--- config.mk ---
export PLATFORM = sky130hd
export DESIGN_NAME = serial_port_tx_rx_control
export DESIGN_NICKNAME = d
export VERILOG_FILES = /design/src/common/serial_port_pkg.sv /design/src/common/tx_link_if.sv /design/src/verilog/pin_sync.sv /design/src/verilog/tx_shifter.sv /design/src/verilog/serial_port_tx_rx_control.sv
export SDC_FILE = /design/constraint.sdc
export NUM_CORES = 1
export LEC_CHECK = 0
export BUFFER_PORTS_ARGS = -buffer_cell sky130_fd_sc_hd__buf_2
export CAP_MARGIN = 5
export CORE_MARGIN = 5
export CORE_UTILIZATION = 31
export DETAILED_ROUTE_END_ITERATION = 12
export HOLD_SLACK_MARGIN = 0.02
export PLACE_DENSITY = 0.53
export RECOVER_POWER = 50
export SLEW_MARGIN = 10
export SYNTH_ARGS = -nofsm -noshare
export SYNTH_HDL_FRONTEND = slang
export SYNTH_SLANG_ARGS = --single-unit
--- constraint.sdc ---
create_clock -name clk -period 6.5 [get_ports clk]
set_clock_uncertainty 0.2 [all_clocks]
set_input_delay 1.95 -clock clk [delete_from_list [all_inputs] [get_ports clk]]
set_output_delay 1.95 -clock clk [all_outputs]
set_load 0.02 [all_outputs]
--- src/common/serial_port_pkg.sv ---
// Package: register map, field positions, reset values and states
// Assumes: shared by the serial port top and its helper modules
package serial_port_pkg;
  // ***********************
  // Register byte offsets
  // ***********************
  localparam logic [7:0] OFS_TXCS = 8'h00;
  localparam logic [7:0] OFS_RXCS = 8'h04;
  localparam logic [7:0] OFS_TXD  = 8'h08;
  localparam logic [7:0] OFS_RXD  = 8'h0c;
  localparam logic [7:0] OFS_BAUD = 8'h10;
  localparam logic [7:0] OFS_IST  = 8'h14;
  localparam logic [7:0] OFS_IMSK = 8'h18;
  // ***********************
  // Field positions
  // ***********************
  localparam int TX_MASTER = 7;
  localparam int TX_NINE   = 6;
  localparam int TX_EN     = 5;
  localparam int TX_SYNC   = 4;
  localparam int TX_EMPTY  = 1;
  localparam int TX_NINTH  = 0;
  localparam int RX_PORT_ENABLE_BIT   = 7;
  localparam int RX_NINE   = 6;
  localparam int RX_SINGLE = 5;
  localparam int RX_CONT   = 4;
  localparam int RX_ADDR   = 3;
  localparam int RX_FRAMING_ERROR_FLAG   = 2;
  localparam int RX_OVERRUN_ERROR_FLAG   = 1;
  localparam int RX_NINTH  = 0;
  localparam int IRQ_RX    = 0;
  localparam int IRQ_TXE   = 1;
  localparam int IRQ_OVR   = 2;
  localparam int IRQ_FRM   = 3;
  localparam int IRQ_W     = 4;
  // ***********************
  // Reset values and masks
  // ***********************
  localparam logic [7:0]  TXCS_RST   = 8'h02;
  localparam logic [7:0]  TXCS_WMASK = 8'hf1;
  localparam logic [7:0]  RXCS_RST   = 8'h00;
  localparam logic [7:0]  RXCS_WMASK = 8'hf8;
  localparam logic [15:0] BAUD_RST   = 16'h0019;
  localparam logic [3:0]  IRQ_RST    = 4'h0;
  typedef enum logic [1:0] {
    RX_IDLE  = 2'b00,
    RX_START = 2'b01,
    RX_DATA  = 2'b10,
    RX_STOP  = 2'b11
  } rx_state_e;
endpackage : serial_port_pkg

--- src/common/tx_link_if.sv ---
// Interface: control top to transmit shifter
// Assumes: one clock domain, driven by the top module
`timescale 1ns/10ps
interface tx_link_if;
  logic       load;
  logic [8:0] data;
  logic       nine;
  logic       sync;
  logic       tick;
  logic       busy;
  logic       line;
  modport ctrl (output load, data, nine, sync, tick, input busy, line);
  modport shft (input load, data, nine, sync, tick, output busy, line);
endinterface : tx_link_if

--- src/verilog/pin_sync.sv ---
// Three-flop synchroniser for pins, with agreement filter
// Assumes: inputs are asynchronous to clk
`timescale 1ns/10ps
module pin_sync #(
  parameter int W = 2
) (
  // Clock and reset
  input  wire logic         clk,
  input  wire logic         resetn,
  input  wire logic         ce,
  // Pins in, filtered levels out
  input  wire logic [W-1:0] d,
  output logic      [W-1:0] q
);
  logic [W-1:0] f1_r;
  logic [W-1:0] f2_r;
  logic [W-1:0] f3_r;
  logic [W-1:0] q_r;
  always_ff @(posedge clk or negedge resetn) begin
    if (!resetn) begin
      f1_r <= '1;
      f2_r <= '1;
      f3_r <= '1;
    end else if (ce) begin
      f1_r <= d;
      f2_r <= f1_r;
      f3_r <= f2_r;
    end
  end
  // Idle lines are high, so reset to one
  for (genvar i = 0; i < W; i++) begin : g_bit
    always_ff @(posedge clk or negedge resetn) begin
      if (!resetn) q_r[i] <= 1'b1;
      else if (ce && (f2_r[i] == f3_r[i])) q_r[i] <= f3_r[i];
    end
  end
  assign q = q_r;
endmodule : pin_sync

--- src/verilog/tx_shifter.sv ---
// Transmit shift register, async or sync framing
// Assumes: tick marks each bit time; clr holds it idle
`timescale 1ns/10ps
module tx_shifter
  import serial_port_pkg::*;
(
  // Clock and reset
  input  wire logic clk,
  input  wire logic resetn,
  input  wire logic ce,
  input  wire logic clr,
  // Link to control
  tx_link_if.shft   lk
);
  logic [10:0] sh_r;
  logic [3:0]  cnt_r;
  always_ff @(posedge clk or negedge resetn) begin
    if (!resetn) begin
      sh_r  <= '1;
      cnt_r <= 4'h0;
    end else if (ce) begin
      if (clr) begin
        sh_r  <= '1;
        cnt_r <= 4'h0;
      end else if (lk.load && cnt_r == 4'h0) begin
        if (lk.sync) begin
          sh_r  <= {2'b11, lk.data};
          cnt_r <= lk.nine ? 4'h9 : 4'h8;
        end else begin
          // Ninth bit replaced by a stop bit in 8-bit mode
          sh_r  <= {1'b1, lk.nine ? lk.data[8] : 1'b1, lk.data[7:0], 1'b0};
          cnt_r <= lk.nine ? 4'hb : 4'ha;
        end
      end else if (lk.tick && cnt_r != 4'h0) begin
        sh_r  <= {1'b1, sh_r[10:1]};
        cnt_r <= cnt_r - 4'h1;
      end
    end
  end
  assign lk.busy = (cnt_r != 4'h0);
  assign lk.line = lk.busy ? sh_r[0] : 1'b1;
endmodule : tx_shifter

--- src/verilog/serial_port_tx_rx_control.sv ---
// Serial port control and status block with Wishbone registers
// Assumes: classic Wishbone master, single 10 MHz clock, pins async
`timescale 1ns/10ps
module serial_port_tx_rx_control
  import serial_port_pkg::*;
(
  // Clock, reset, enable
  input  wire logic        clk,
  input  wire logic        resetn,
  input  wire logic        ce,
  // Wishbone slave
  input  wire logic        wb_cyc_i,
  input  wire logic        wb_stb_i,
  input  wire logic        wb_we_i,
  input  wire logic [7:0]  wb_adr_i,
  input  wire logic [3:0]  wb_sel_i,
  input  wire logic [31:0] wb_dat_i,
  output logic      [31:0] wb_dat_o,
  output logic             wb_ack_o,
  // Receive data pin
  input  wire logic        receive_data_pin_i,
  output logic             receive_data_pin_o,
  output logic             receive_data_pin_oe,
  // Transmit clock pin
  input  wire logic        transmit_clock_pin_i,
  output logic             transmit_clock_pin_o,
  output logic             transmit_clock_pin_oe,
  // Interrupt
  output logic             irq
);
  // ***********************
  // Registers and state
  // ***********************
  logic [7:0]        txcs_r;
  logic [7:0]        rxcs_r;
  logic [15:0]       bdiv_r;
  logic [15:0]       bcnt_r;
  logic [15:0]       rcnt_r;
  logic [8:0]        txd_r;
  logic              txpend_r;
  logic [7:0]        rxbuf_r;
  logic              rxfull_r;
  logic              ninth_r;
  logic              framing_error_flag_r;
  logic              overrun_error_flag_r;
  logic [8:0]        rsr_r;
  logic [3:0]        idx_r;
  rx_state_e         rst_r;
  logic [IRQ_W-1:0]  ist_r;
  logic [IRQ_W-1:0]  ist_nxt;
  logic [IRQ_W-1:0]  imsk_r;
  logic              busy_d_r;
  logic              ck_d_r;
  logic              ack_r;
  logic [31:0]       dat_r;
  logic [31:0]       rdata;
  logic [1:0]        pins;
  logic              rxd;
  logic              ckin;
  tx_link_if         lk ();

  // Mode decode
  logic port_enable_bit, sync, master, rx_en, nine, tick, half;
  logic rx_busy, samp, fin, fin_framing_error_flag, accept, ck_rise;
  logic req, wr, rd;
  assign port_enable_bit   = rxcs_r[RX_PORT_ENABLE_BIT];
  assign sync   = txcs_r[TX_SYNC];
  assign master = txcs_r[TX_MASTER];
  assign nine   = rxcs_r[RX_NINE];
  // Single receive only counts in sync master; continuous wins
  assign rx_en  = port_enable_bit && !overrun_error_flag_r && (rxcs_r[RX_CONT] ||
                  (sync && master && rxcs_r[RX_SINGLE]));
  assign rx_busy = (rst_r != RX_IDLE);
  assign tick   = (bcnt_r == 16'h0000);
  assign half   = (bcnt_r == (bdiv_r >> 1));
  assign ck_rise = ckin && !ck_d_r;

  // ***********************
  // Pin synchronisers
  // ***********************
  pin_sync #(.W(2)) u_sync (
    .clk    (clk),
    .resetn (resetn),
    .ce     (ce),
    .d      ({transmit_clock_pin_i, receive_data_pin_i}),
    .q      (pins)
  );
  assign rxd  = pins[0];
  assign ckin = pins[1];

  // ***********************
  // Transmitter
  // ***********************
  assign lk.data = {txcs_r[TX_NINTH], txd_r[7:0]};
  assign lk.nine = txcs_r[TX_NINE];
  assign lk.sync = sync;
  // Slave transmit shifts on the remote clock falling edge
  assign lk.tick = (sync && !master) ? (ck_d_r && !ckin) : tick;
  // Receive requests hold off transmit in sync mode
  assign lk.load = txpend_r && txcs_r[TX_EN] && port_enable_bit &&
                   !(sync && (rx_en || rx_busy));

  tx_shifter u_tx (
    .clk    (clk),
    .resetn (resetn),
    .ce     (ce),
    .clr    (!port_enable_bit),
    .lk     (lk)
  );

  // ***********************
  // Pins
  // ***********************
  always_comb begin
    transmit_clock_pin_oe = port_enable_bit && (!sync || master);
    receive_data_pin_oe   = port_enable_bit && sync && lk.busy && !rx_busy;
    receive_data_pin_o    = lk.line;
    if (!port_enable_bit) begin
      // Idle level at once, not one cycle later when the shifter clears
      transmit_clock_pin_o = 1'b1;
    end else if (sync) begin
      // Master clock low in first half of each bit while active
      transmit_clock_pin_o = !((lk.busy || rx_busy) &&
                               (bcnt_r > (bdiv_r >> 1)));
    end else begin
      transmit_clock_pin_o = lk.line;
    end
  end

  // ***********************
  // Baud timing
  // ***********************
  always_ff @(posedge clk or negedge resetn) begin
    if (!resetn) begin
      bcnt_r <= 16'h0000;
      ck_d_r <= 1'b1;
    end else if (ce) begin
      ck_d_r <= ckin;
      // Restart on load so the start bit lasts a full bit time
      if (!port_enable_bit || tick || (lk.load && !lk.busy)) bcnt_r <= bdiv_r;
      else bcnt_r <= bcnt_r - 16'h0001;
    end
  end

  // ***********************
  // Receiver
  // ***********************
  // Sample point: async phase counter, master mid-bit, slave edge
  always_comb begin
    if (!sync) samp = (rcnt_r == 16'h0000);
    else if (master) samp = half;
    else samp = ck_rise;
  end
  always_comb begin
    fin      = 1'b0;
    fin_framing_error_flag = 1'b0;
    if (sync && rst_r == RX_DATA && samp && idx_r == (nine ? 4'h8 : 4'h7)) begin
      fin = 1'b1;
    end
    if (!sync && rst_r == RX_STOP && samp) begin
      fin      = 1'b1;
      fin_framing_error_flag = !rxd;
    end
  end
  // Address filter only in async 9-bit mode
  assign accept = !(!sync && nine && rxcs_r[RX_ADDR] && !rsr_r[8]);

  always_ff @(posedge clk or negedge resetn) begin
    if (!resetn) begin
      rst_r  <= RX_IDLE;
      rcnt_r <= 16'h0000;
      idx_r  <= 4'h0;
      rsr_r  <= 9'h000;
    end else if (ce) begin
      rcnt_r <= (rcnt_r == 16'h0000) ? bdiv_r : rcnt_r - 16'h0001;
      if (!rx_en) begin
        rst_r <= RX_IDLE;
      end else begin
        unique case (rst_r)
          RX_IDLE: begin
            idx_r <= 4'h0;
            rsr_r <= 9'h000;
            if (sync) begin
              rst_r <= RX_DATA;
            end else if (!rxd) begin
              rst_r  <= RX_START;
              rcnt_r <= bdiv_r >> 1;
            end
          end
          RX_START: begin
            // Start bit must still be low at its middle
            if (samp) rst_r <= rxd ? RX_IDLE : RX_DATA;
          end
          RX_DATA: begin
            if (samp) begin
              rsr_r[idx_r] <= rxd;
              if (idx_r == (nine ? 4'h8 : 4'h7)) begin
                rst_r <= sync ? RX_IDLE : RX_STOP;
              end else begin
                idx_r <= idx_r + 4'h1;
              end
            end
          end
          RX_STOP: begin
            if (samp) rst_r <= RX_IDLE;
          end
        endcase
      end
    end
  end

  // ***********************
  // Receive buffer and flags
  // ***********************
  // The ninth bit is only stored; parity checking is left to software
  always_ff @(posedge clk or negedge resetn) begin
    if (!resetn) begin
      rxbuf_r  <= 8'h00;
      rxfull_r <= 1'b0;
      ninth_r  <= 1'b0;
      framing_error_flag_r   <= 1'b0;
      overrun_error_flag_r   <= 1'b0;
    end else if (ce) begin
      if (!port_enable_bit) begin
        rxfull_r <= 1'b0;
        framing_error_flag_r   <= 1'b0;
        overrun_error_flag_r   <= 1'b0;
      end else begin
        if (rd && wb_adr_i == OFS_RXD) rxfull_r <= 1'b0;
        if (!rxcs_r[RX_CONT]) overrun_error_flag_r <= 1'b0;
        if (fin && accept) begin
          if (rxfull_r && !(rd && wb_adr_i == OFS_RXD)) begin
            overrun_error_flag_r <= rxcs_r[RX_CONT];
          end else begin
            rxbuf_r  <= rsr_r[7:0];
            ninth_r  <= nine ? rsr_r[8] : 1'b0;
            framing_error_flag_r   <= fin_framing_error_flag;
            rxfull_r <= 1'b1;
          end
        end
      end
    end
  end

  // ***********************
  // Wishbone slave
  // ***********************
  assign req = wb_cyc_i && wb_stb_i && !ack_r;
  assign wr  = req && wb_we_i && wb_sel_i[0];
  assign rd  = req && !wb_we_i;

  always_comb begin
    rdata = 32'h0000_0000;
    unique case (wb_adr_i)
      OFS_TXCS: rdata[7:0] = (txcs_r & TXCS_WMASK) |
                             {6'h00, !lk.busy, 1'b0};
      OFS_RXCS: rdata[7:0] = {rxcs_r[7:3], framing_error_flag_r, overrun_error_flag_r, ninth_r && nine};
      OFS_TXD:  rdata[7:0] = txd_r[7:0];
      OFS_RXD:  rdata[7:0] = rxbuf_r;
      OFS_BAUD: rdata[15:0] = bdiv_r;
      OFS_IST:  rdata[IRQ_W-1:0] = ist_r;
      OFS_IMSK: rdata[IRQ_W-1:0] = imsk_r;
      default:  rdata = 32'h0000_0000;
    endcase
  end

  always_ff @(posedge clk or negedge resetn) begin
    if (!resetn) begin
      ack_r <= 1'b0;
      dat_r <= 32'h0000_0000;
    end else if (ce) begin
      ack_r <= req;
      if (rd) dat_r <= rdata;
    end
  end
  assign wb_ack_o = ack_r;
  assign wb_dat_o = dat_r;

  // Control registers; single receive clears itself on completion
  always_ff @(posedge clk or negedge resetn) begin
    if (!resetn) begin
      txcs_r <= TXCS_RST & TXCS_WMASK;
      rxcs_r <= RXCS_RST;
      bdiv_r <= BAUD_RST;
      imsk_r <= IRQ_RST;
    end else if (ce) begin
      if (fin && sync && master && !rxcs_r[RX_CONT]) begin
        rxcs_r[RX_SINGLE] <= 1'b0;
      end
      if (wr) begin
        unique case (wb_adr_i)
          OFS_TXCS: txcs_r <= wb_dat_i[7:0] & TXCS_WMASK;
          OFS_RXCS: rxcs_r <= wb_dat_i[7:0] & RXCS_WMASK;
          OFS_BAUD: begin
            if (wb_sel_i[1]) bdiv_r <= wb_dat_i[15:0];
            else bdiv_r[7:0] <= wb_dat_i[7:0];
          end
          OFS_IMSK: imsk_r <= wb_dat_i[IRQ_W-1:0];
          default: ;
        endcase
      end
    end
  end

  // Transmit holding register, taken by the shifter when idle
  always_ff @(posedge clk or negedge resetn) begin
    if (!resetn) begin
      txd_r    <= 9'h000;
      txpend_r <= 1'b0;
    end else if (ce) begin
      if (!port_enable_bit) begin
        txpend_r <= 1'b0;
      end else if (wr && wb_adr_i == OFS_TXD) begin
        txd_r    <= {1'b0, wb_dat_i[7:0]};
        txpend_r <= 1'b1;
      end else if (lk.load && !lk.busy) begin
        txpend_r <= 1'b0;
      end
    end
  end

  // ***********************
  // Interrupts
  // ***********************
  // Set beats a write-one clear in the same cycle
  always_comb begin
    ist_nxt = ist_r;
    if (wr && wb_adr_i == OFS_IST) ist_nxt = ist_r & ~wb_dat_i[IRQ_W-1:0];
    if (port_enable_bit && fin && accept && !rxfull_r) ist_nxt[IRQ_RX] = 1'b1;
    if (port_enable_bit && fin && accept && rxfull_r) ist_nxt[IRQ_OVR] = 1'b1;
    if (port_enable_bit && fin && accept && fin_framing_error_flag) ist_nxt[IRQ_FRM] = 1'b1;
    if (busy_d_r && !lk.busy) ist_nxt[IRQ_TXE] = 1'b1;
  end
  always_ff @(posedge clk or negedge resetn) begin
    if (!resetn) begin
      ist_r    <= IRQ_RST;
      busy_d_r <= 1'b0;
    end else if (ce) begin
      ist_r    <= ist_nxt;
      busy_d_r <= lk.busy;
    end
  end
  assign irq = |(ist_r & imsk_r);
endmodule : serial_port_tx_rx_control

Word-level counts from Yosys, hierarchy flattened
Index checks and enable logic that the tools add are counted.
{ "totals": {"output_inout_bits": 38, "ff_bits": 144, "in_bits": 52, "elab_cells": 245} }
{ "op_classes": {"n_lt_le_gt_ge": 3, "bitwise": 5, "addsub": 4, "eq_ne": 24, "reduce_logical": 105, "mux": 71} }
{ "op_table": {"columns": ["cell", "count"], "rows": [
  ["two-way mux 16 bit", 6],
  ["logical AND 1 bit", 50],
  ["two-way mux 1 bit", 33],
  ["two-way mux 11 bit", 3],
  ["logical NOT 16 bit", 2],
  ["two-way mux 4 bit", 8],
  ["subtractor 16 x 1 -> 16 bit (second input constant)", 2],
  ["one-hot mux 4 bit (7 select lines)", 1],
  ["== test 8 x 5 -> 1 bit (second input constant)", 3],
  ["one-hot mux 4 bit (5 select lines)", 1],
  ["logical NOT 1 bit", 18],
  ["two-way mux 2 bit", 9],
  ["one-hot mux 9 bit (2 select lines)", 1],
  ["AND reduction 3 bit", 6],
  ["== test 16 x 15 -> 1 bit", 1],
  ["== test 8 x 4 -> 1 bit (second input constant)", 2],
  ["greater-than comparator 16 x 15 -> 1 bit", 1],
  ["AND reduction 2 bit", 7],
  ["two-way mux 6 bit", 2],
  ["AND reduction 4 bit", 3],
  ["nonzero test 2 bit", 6],
  ["two-way mux 10 bit", 1],
  ["bitwise mux 9 bit", 1],
  ["two-way mux 9 bit", 1],
  ["31 further kinds", 44]
]} }

Longest topological paths before layout
Gate-level depths: netlist of the first run.
{ "logic_depth": {"depth_word": 14, "mapped_depth": 10, "mapped_depth_nobuf": 8} }

Modules after synthesis
A second synthesis of the first run with hierarchy kept.
{ "hier_totals": {"hier_cells": 864, "hier_area_um2": 8379.3} }
{ "by_module_without_submodules": {"columns": ["mod", "seq_area_each_um2", "cells_per_inst", "n_inst", "area_each_um2"], "rows": [
  ["serial_port_tx_rx_control", 3032.9, 764, 1, 7209.4],
  ["tx_shifter", 362.8, 79, 1, 835.8],
  ["pin_sync", 210.2, 21, 1, 334.1]
]} }

Worst setup path after synthesis of the first run
OpenSTA, ideal clock, no wires.
{ "synth_timing": {"kind": "register -> output", "start": "register u_tx.cnt_r[0]", "end": "output transmit_clock_pin_o", "setup_slack_ns": 2.134, "stages_incl_launch_ff": 9, "path_buffers": 0, "t_required_ns": 4.350, "t_arrival_ns": 2.216, "path_cell_list": "dfrtp_1 -> inv_1 -> ha_1 -> or3b_2 -> nand2b_1 -> nor2_1 -> a2111oi_0 -> nand3_1 -> o221ai_1"} }
{ "synth_between": {"word_cells_on_any_way": 7, "classes_between": "mux (3); reduce/logical (4)"} }
{ "synth_lines": {"columns": ["item", "line", "source"], "rows": [
  ["start, declared", "tx_shifter.sv:16", "logic [3:0] cnt_r;"],
  ["start signal, assigned", "tx_shifter.sv:28", "cnt_r <= lk.nine ? 4'h9 : 4'h8;"],
  ["start signal, assigned", "tx_shifter.sv:32", "cnt_r <= lk.nine ? 4'hb : 4'ha;"],
  ["start signal, assigned", "tx_shifter.sv:36", "cnt_r <= cnt_r - 4'h1;"],
  ["nonzero test 4 bit", "tx_shifter.sv:40", "assign lk.busy = (cnt_r != 4'h0);"],
  ["two-way mux 1 bit", "tx_shifter.sv:41", "assign lk.line = lk.busy ? sh_r[0] : 1'b1;"],
  ["named net receive_data_pin_o", "serial_port_tx_rx_control.sv:22", "output logic receive_data_pin_o,"],
  ["two-way mux 1 bit", "serial_port_tx_rx_control.sv:121", "end else if (sync) begin"],
  ["two-way mux 1 bit", "serial_port_tx_rx_control.sv:118", "if (!port_enable_bit) begin"],
  ["end, declared", "serial_port_tx_rx_control.sv:26", "output logic transmit_clock_pin_o,"]
]} }
The timed path passes the listed nets, and every way through them passes these cells.

Final worst setup path of the first run
{ "layout_timing": {"start": "register u_tx.cnt_r[0]", "end": "output transmit_clock_pin_o"} }
{ "layout_between": {"elab_chain_cells": 6, "word_cells_on_any_way": 7, "classes_between": "mux (3); reduce/logical (4)"} }
{ "layout_lines": {"columns": ["item", "line", "source"], "rows": [
  ["nonzero test 4 bit *", "tx_shifter.sv:40", null],
  ["logical OR 1 bit", "serial_port_tx_rx_control.sv:123", "transmit_clock_pin_o = !((lk.busy || rx_busy) &&"],
  ["logical AND 1 bit", "serial_port_tx_rx_control.sv:123", null],
  ["logical NOT 1 bit", "serial_port_tx_rx_control.sv:123", null],
  ["two-way mux 1 bit *", "serial_port_tx_rx_control.sv:121", null],
  ["two-way mux 1 bit *", "serial_port_tx_rx_control.sv:118", null]
]} }
Mark *: on every way between the ends. The rest lies on a longest branch, timed or not.

==> impl_metrics.yaml, run 1 <==
setup_path:
  crit_chain: "inv_1 > ha_1 > or3b_2 > nand2b_1 > nor2_1 > a2111oi_0 > nand3_1 > o221ai_1 > buf_2"
  cp_slowest_cell: "or3b_2"
  worstPathArrival_ns: 2.93
  ff2ff_setup_slack_ns: 3.00
  critPathCaptureType: "output pin"
  path_delay_family: "simple AND/OR/NAND/NOR gates"
  crit_path_max_fanout: 3
  crit_type: "flip-flop to output pin"
  worst-path-buf-inv: 2
  crit_required_ns: 4.35
  cpPeakStageDelay_ns: 0.52
  start_kind: "flip-flop"
layout:
  antenna_cells: 0
  fin_cells: 1252
  drive_gt1_share_pct: 22.2
  fillers: 2739
  stdcell_area_sq_um: 9480
  area_growth_pct: 12.7
  nets: 974
placed_design:
  hpwl_microns: 16300
  dp_slack_ns: 1.68
  dp.cells: 1220
  postPlaceCellArea_sq_um: 8930
  io_buffers: 55
  place.gp.congestion: 0.863
global_routing:
  antenna_found_initial: 0
  grt_pass1_wl_microns: 36700
  grt_pass1_vias: 6427
  gr-total-overflow: 0
  grt_max_degree: 63
  grt.total_usage_pct: 15.1
floorplan:
  core_area_sq_um: 26800
  dieWidth_microns: 175
  dieArea_sq_um: 30500
  rows: 60
  start_util_pct: 31.4
  fp.dieH_microns: 175
  ios: 90
clock_tree:
  numCtsBuffers: 17
  ctsResizeCount: 0
  clkSinkCount: 143
  h-tree-depth: 4
  clkTransAtPathRegs_ns: 0.06
  holdBufCountCts: 0
  cts_tree: "built"
  cts-root-buf: "clkbuf_16"
  cts_setup_buffers: 0
  max-clock-path-buffers: 2
  clkLatencyLatePin_ns: 0.43
synth:
  yosys_warnings: 0
  avgSynthCellArea_sq_um: 9.75
  synthDistinctLibCells: 73
  seq_area_frac_synth_pct: 42.9
  ys_seq_elements: 143
  synthFlopType: "dfrtp_1"
  synth_cells: 862
  synth_edf_count: 0
  async_reset_ff_share_pct: 100
  synth.cell_area_sq_um: 8410
detailed_routing:
  finalWirelength_microns: 23000
  drc: 0
  first_pass_iters: 5
  vias: 6672
  wire_per_inst_microns: 18.4
  antenna_left: 0
  viasPerCell: 5.33
  drt_iter0_drc: 488
sta:
  slew_violations: 100
  setup_viol: 0
  totalNegativeSetupSlack_ns: 0
  finalHoldViolCount: 0
  period_needed_ns: 5.08
  tightestPinTransition_ns: 3.36
  relSlewSlack_pct: -124
  rsz0062_at_grt: "no"
  setup_slack_ns: 1.42
  fin_crit_sh_pct: 78.1
  max_freq_ghz: 0.197
power_and_ir_drop:
  peakVddDrop_mv: 0.170
  p_leak_nw: 4.22
  p_per_area_nw_per_um2: 229
  power.total_mw: 2.17
outcome:
  status: "finished with violations"
  violations: "capacitance limit, slew limit"
job:
  maxCapViolations: 2
worst_hold_path:
  hp-class: "flip-flop to flip-flop"
tightest hold or removal path, cell delays in order, from the launching register on:
cell     delay (ns)
dfstp_2        0.36
nand2_1        0.04
o21ai_0        0.06
synth_stat cells (9+ instances only):
library cell  instances  share of area (%)
a21o_1               13                1.2
a21oi_1              37                2.2
a22oi_1              14                1.3
a31oi_1              19                1.4
buf_4                17                1.5
clkbuf_1             36                1.6
dfrtp_1             121                 36
dfstp_2              22                6.9
ha_1                 24                3.6
inv_1                45                2.0
mux2_2               64                8.6
mux2i_1              38                4.5
nand2_1              94                4.2
nand3_1              25                1.5
nor2_1               45                2.0
nor3_1               17                1.0
o211ai_1             13                1.2
o21ai_0              44                2.6
or3_1                 9               0.67
sequential cells by signal, summed over array words and instances (netlist names), 2 cells and up:
name,cells
rcnt_r,16
u_sync.f3_r,2
rxcs_r,5
imsk_r,4
txcs_r,5
u_sync.f2_r,2
wb_dat_o,16
txd_r,8
rsr_r,9
u_tx.cnt_r,4
ist_r,4
u_tx.sh_r,10
idx_r,4
u_sync.q,2
rst_r,2
bdiv_r,16
u_sync.f1_r,2
bcnt_r,16
rxbuf_r,8
kinds of logic (layout without fill, tap and decap cells):
kind of cell | after synthesis | after routing | synth area share, %
buffers and inverters | 108 | 142 | 5.80
XOR/XNOR | 6 | 6 | 0.625
multiplexers | 106 | 106 | 14.2
adder cells (fa/ha/maj) | 24 | 24 | 3.57
AND/OR/NAND/NOR | 270 | 270 | 16.8
AO/OA/AOI/OAI | 204 | 204 | 16.1
other | 1 | 16 | 0.0446
flip-flops | 143 | 143 | 42.9
final cells by class:
| cell class | instances | area, sq um | share of cell area, % |
|---|---|---|---|
| Clock buffer | 20 | 457 | 4.82 |
| Clock inverter | 12 | 100 | 1.06 |
| Inverter | 45 | 169 | 1.78 |
| Multi-Input combinational cell | 626 | 4370 | 46.1 |
| Sequential cell | 143 | 3610 | 38.1 |
| Tap cell | 341 | 427 | 4.50 |
| Timing Repair Buffer | 65 | 348 | 3.67 |
where the power goes:
group | internal [mW] | switching, mW
clock network | 0.516 | 0.420
logic | 0.0922 | 0.126
registers | 0.951 | 0.0614
per-layer routing:
| layer | track usage [%] | wire, microns | vias to the layer above | part of all wire [%] |
|---|---|---|---|---|
| met2 | 24.8 | 11100 | 135 | 48 |
| met5 | 0 | 0 | - | 0 |
| li1 | - | - | 3197 | - |
| met1 | 20.6 | 10700 | 3321 | 46 |
| met4 | 3.96 | 330 | 0 | 1.4 |
| met3 | 2.90 | 914 | 19 | 4.0 |
stage by stage:
stage	hold WS, ns	utilization, %
finish	0.275	35.4
global route	0.313	35.4
CTS	0.279	35.4
detailed placement	0.270	33.3
global placement	0.260	33.3
floorplan	0.255	-
cell usage in the layout (no fill, tap or decap), types with 14 or more instances in the layout:
master	n
dfrtp_1	121
nand2_1	94
mux2_2	64
buf_2	53
inv_1	45
nor2_1	45
o21ai_0	44
mux2i_1	38
a21oi_1	37
nand3_1	25
ha_1	24
dfstp_2	22
a31oi_1	19
nor3_1	17
clkbuf_16	17
conb_1	16
a22oi_1	14
final timing paths:
kind | startpoint | to | cells after the start
hold reg to reg | u_tx.sh_r[0]$_DFFE_PN1P_ | u_tx.sh_r[0]$_DFFE_PN1P_ | 2
setup reg to reg | bdiv_r[4]$_DFFE_PN1P_ | rxbuf_r[3]$_DFFE_PN0P_ | 8
max in group asynchronous | resetn | rcnt_r[1]$_DFFE_PN0P_ | 2
setup / recovery | u_tx.cnt_r[0]$_DFFE_PN0P_ | transmit_clock_pin_o | 9
hold / removal | u_tx.sh_r[0]$_DFFE_PN1P_ | u_tx.sh_r[0]$_DFFE_PN1P_ | 2
min in group asynchronous | resetn | rxbuf_r[7]$_DFFE_PN0P_ | 1
No activity file was read; power rests on OpenSTA's default activity.
==> run 2: changes to the inputs <==
Clock period 6.5 ns to 5.24 ns, I/O delays scaled along.
==> impl_metrics.yaml, run 2 (same netlist as run 1, synthesis figures left out) <==
layout:
  nets: 977
  final_cell_mix: "dfrtp_1, nand2_1, mux2_2"
  antenna_cells: 0
  post-route-util_pct: 35.6
  drive_gt1_share_pct: 22.3
  area_growth_pct: 13.4
  final_common_cell: "dfrtp_1"
  fin_cells: 1255
detailed_routing:
  wire_per_inst_microns: 18.7
  wl_met2_microns: 11100
  vias: 6721
  viasPerCell: 5.36
  drt_iter0_drc: 393
  routed.top_layer: "met5"
  finalWirelength_microns: 23500
  drc: 0
  drt-met1-wl_microns: 10700
  dr_wl_met3_microns: 1250
  first_pass_iters: 5
  antenna_left: 0
clock_tree:
  clkTransAtPathRegs_ns: 0.06
  cts_tree: "built"
  h-tree-depth: 4
  numCtsBuffers: 17
  clkSinkCount: 143
  max-clock-path-buffers: 2
  cts-root-buf: "clkbuf_16"
  clkLatencyLatePin_ns: 0.43
  cts_setup_buffers: 0
  holdBufCountCts: 0
  ctsResizeCount: 0
outcome:
  violations: "capacitance limit, slew limit"
  status: "finished with violations"
sta:
  totalNegativeSetupSlack_ns: 0
  rsz0062_at_grt: "no"
  finalHoldViolCount: 0
  relSlewSlack_pct: -52.8
  setup_slack_ns: 0.518
  tightestPinTransition_ns: 2.29
  setup_viol: 0
  fin_crit_sh_pct: 90.1
  period_needed_ns: 4.72
  slew_violations: 136
  max_freq_ghz: 0.212
setup_path:
  cpPeakStageDelay_ns: 0.53
  cp_slowest_cell: "or3b_2"
  crit_type: "flip-flop to output pin"
  path_delay_family: "simple AND/OR/NAND/NOR gates"
  worstPathArrival_ns: 2.95
  critPathCaptureType: "output pin"
  start_kind: "flip-flop"
  crit_path_max_fanout: 3
  crit_required_ns: 3.47
  crit_chain: "inv_1 > ha_1 > or3b_2 > nand2b_1 > nor2_1 > a2111oi_0 > nand3_1 > o221ai_1 > buf_2"
  worst-path-buf-inv: 2
global_routing:
  gr-total-overflow: 0
  grt_pass1_wl_microns: 37500
  antenna_found_initial: 1
  grt_max_degree: 81
  grt_pass1_vias: 6467
  grt.total_usage_pct: 15.5
floorplan:
  fp.dieH_microns: 175
  dieArea_sq_um: 30500
  ios: 90
  rows: 60
  dieWidth_microns: 175
  start_util_pct: 31.4
  core_area_sq_um: 26800
placed_design:
  hpwl_microns: 16500
  place.gp.congestion: 0.857
  dp_slack_ns: 0.943
  dp.cells: 1223
  io_buffers: 55
job:
  maxCapViolations: 2
power_and_ir_drop:
  peakVddDrop_mv: 0.176
  power.total_mw: 2.76
  p_per_area_nw_per_um2: 289
  p_leak_nw: 4.25
worst_hold_path:
  hp-class: "flip-flop to flip-flop"
==> run 2: cell count changes in the layout (fill, tap and decap cells not counted) <==
cell and delta:
inv_6 -3, clkbuf_1 +1, clkinvlp_4 -2, clkbuf_2 +1
clkbuf_8 -1, bufinv_16 +2, buf_12 +1, clkinv_2 +4
==> run 2: final timing paths <==
check	slack [ns]	cells after the start	start	endpoint
max	0.52	9	u_tx.cnt_r[0]$_DFFE_PN0P_	transmit_clock_pin_o
min	0.27	2	wb_dat_o[11]$_DFFE_PN0P_	wb_dat_o[11]$_DFFE_PN0P_
max reg2reg	1.73	8	bdiv_r[8]$_DFFE_PN0P_	rxbuf_r[0]$_DFFE_PN0P_
min reg2reg	0.27	2	wb_dat_o[11]$_DFFE_PN0P_	wb_dat_o[11]$_DFFE_PN0P_
max in group asynchronous	2.04	2	resetn	u_sync.q[1]$_DFFE_PN1P_
min in group asynchronous	1.55	1	resetn	rxbuf_r[4]$_DFFE_PN0P_
==> run 2: power breakdown <==
part | internal, mW | switching (mW)
Combinational | 0.116 | 0.159
Sequential | 1.18 | 0.0794
Clock | 0.715 | 0.509
Total | 2.01 | 0.747
==> run 2: through the flow <==
stage / area, sq um / hold slack [ns]
6_report: 9530 / 0.275
5_1_grt: 9530 / 0.293
4_1_cts: 9540 / 0.280
3_5_place_dp: 8960 / 0.265
3_3_place_gp: 8960 / 0.259
2_1_floorplan: 8460 / 0.255
==> run 2: tightest hold or removal path: stages, from the launching register on <==
cell and delay (ns):
dfrtp_1 0.34, nand2_1 0.04, o21ai_0 0.06
==> run 2: area by class of cell <==
cell class	instances	area, sq um
Multi-Input combinational cell	626	4370
Fill cell	2713	17300
Tap cell	341	427
Sequential cell	143	3610
Inverter	45	169
Timing Repair Buffer	68	377
Clock buffer	19	443
Clock inverter	13	139
==> run 2: per-layer routing <==
layer / vias up / global-route usage (%)
li1: 3196 / -
met1: 3299 / 21.2
met2: 196 / 24.8
met3: 28 / 3.33
met4: 2 / 4.35
met5: - / 0
==> run 3: changes to the inputs <==
Settings changed: BUFFER_PORTS_ARGS -buffer_cell sky130_fd_sc_hd__buf_2 to unset, DONT_BUFFER_PORTS set to 1, PLACE_DENSITY 0.53 to 0.5.
==> impl_metrics.yaml, run 3 (same netlist as run 1, synthesis figures left out) <==
outcome:
  status: "finished, final reports clean"
layout:
  nets: 921
  final_common_cell: "dfrtp_1"
  final_cell_mix: "dfrtp_1, nand2_1, mux2_2"
  antenna_cells: 0
  area_growth_pct: 10.3
  drive_gt1_share_pct: 17.4
clock_tree:
  cts-root-buf: "clkbuf_16"
  clkSinkCount: 143
  max-clock-path-buffers: 2
  ctsResizeCount: 0
  numCtsBuffers: 17
  clkTransAtPathRegs_ns: 0.06
  cts_setup_buffers: 0
  clkLatencyLatePin_ns: 0.43
  holdBufCountCts: 0
  cts_tree: "built"
  h-tree-depth: 4
setup_path:
  worstPathArrival_ns: 3.05
  crit_chain: "inv_1 > ha_1 > or3b_2 > nand2b_1 > nor2_1 > a2111oi_0 > nand3_1 > o221ai_1 > buf_4"
  crit_required_ns: 3.47
  cpPeakStageDelay_ns: 0.53
  crit_type: "flip-flop to output pin"
  start_kind: "flip-flop"
  crit_path_max_fanout: 3
  cp_slowest_cell: "or3b_2"
  critPathCaptureType: "output pin"
  path_delay_family: "simple AND/OR/NAND/NOR gates"
  worst-path-buf-inv: 2
detailed_routing:
  wire_per_inst_microns: 19.2
  viasPerCell: 5.33
  drt_iter0_drc: 409
  first_pass_iters: 5
  antenna_left: 0
  drc: 0
  finalWirelength_microns: 23000
  vias: 6388
sta:
  finalHoldViolCount: 0
  setup_viol: 0
  tightestPinTransition_ns: 1.13
  setup_slack_ns: 0.419
  fin_crit_sh_pct: 92.0
  totalNegativeSetupSlack_ns: 0
  whs_ns: 0.278
  slew_violations: 0
  max_freq_ghz: 0.207
  period_needed_ns: 4.82
  rsz0062_at_grt: "no"
  relSlewSlack_pct: 24.6
power_and_ir_drop:
  power_frac_comb_pct: 7.6
  seqPwrFrac_pct: 45.6
  p_sw_share_pct: 25.2
  p_per_area_nw_per_um2: 297
  p_sw_mw: 0.695
  p_int_mw: 2.06
  clkPwrFrac_pct: 46.8
  p_leak_nw: 4.01
  peakVddDrop_mv: 0.234
floorplan:
  core_area_sq_um: 26800
  dieWidth_microns: 175
  fp.dieH_microns: 175
  start_util_pct: 31.4
  dieArea_sq_um: 30500
  ios: 90
  rows: 60
worst_hold_path:
  hp-class: "flip-flop to flip-flop"
global_routing:
  grt_max_degree: 144
  grt.total_usage_pct: 15.2
  grt_pass1_wl_microns: 36600
  grt_pass1_vias: 6233
  gr-total-overflow: 0
  antenna_found_initial: 0
job:
  maxCapViolations: 0
placed_design:
  io_buffers: 0
  place.gp.congestion: 0.781
  hpwl_microns: 16200
  dp_slack_ns: 0.822
run 3: cell types whose count changed in the layout (fill, tap and decap cells not counted):
cell	before	now
clkinvlp_4	2	3
clkbuf_1	4	3
clkbuf_2	1	0
clkbuf_8	1	2
clkinv_2	4	0
bufinv_16	2	3
buf_12	1	0
buf_4	10	11
buf_2	53	0
run 3: cell type report:
type / instances / area, sq um
fill: 2751 / 17500
multi-input combinational: 626 / 4370
sequential: 143 / 3610
clock buffer: 21 / 460
tap: 341 / 427
inverter: 45 / 169
clock inverter: 11 / 156
timing repair buffer: 12 / 86.3
run 3: path summary, 6_finish.rpt:
| kind | from | end | slack [ns] | depth (start not counted) |
|---|---|---|---|---|
| worst max-delay path | u_tx.cnt_r[0]$_DFFE_PN0P_ | transmit_clock_pin_o | 0.42 | 9 |
| worst min-delay path | u_tx.sh_r[0]$_DFFE_PN1P_ | u_tx.sh_r[0]$_DFFE_PN1P_ | 0.28 | 2 |
| worst min register to register | u_tx.sh_r[0]$_DFFE_PN1P_ | u_tx.sh_r[0]$_DFFE_PN1P_ | 0.28 | 2 |
| min in group asynchronous | resetn | bcnt_r[10]$_DFFE_PN0P_ | 0.64 | 0 |
| max in group asynchronous | resetn | u_sync.f1_r[0]$_DFFE_PN1P_ | 3.87 | 0 |
| worst max register to register | u_tx.cnt_r[0]$_DFFE_PN0P_ | u_tx.sh_r[9]$_DFFE_PN1P_ | 1.78 | 7 |
run 3: per-stage QoR:
stage               instances  area (sq um)  total power [mW]  util [%]
floorplan                 877          8460              1.46         -
global placement         1167          8660              1.48      32.3
detailed placement       1167          8660              1.49      32.3
CTS                      1199          9280              2.79      34.6
global route             1199          9270              2.88      34.6
finish                   1199          9270              2.76      34.6
run 3: power by group through the flow:
| stage | combinational (mW) | clock [mW] | sequential, mW |
|---|---|---|---|
| detailed placement | 0.211 | 0 | 1.28 |
| floorplan | 0.205 | 0 | 1.25 |
| global route | 0.243 | 1.37 | 1.27 |
| CTS | 0.212 | 1.32 | 1.26 |
| finish | 0.210 | 1.29 | 1.26 |
| global placement | 0.209 | 0 | 1.27 |
run 3: layer usage:
metal	vias up	part of all wire (%)	wire length (microns)	GRT usage [%]
met1	3164	45	10400	20.0
met2	115	50	11400	25.6
li1	3092	-	-	-
met4	0	1.1	246	3.83
met5	-	0	0	0
met3	17	4.0	921	3.25
run 3: tightest hold or removal path: cells and delay by family, from the launching register on:
family / cells / cell delay (ns)
compound gates: 1 / 0.07
simple gates: 1 / 0.04
flops: 1 / 0.36
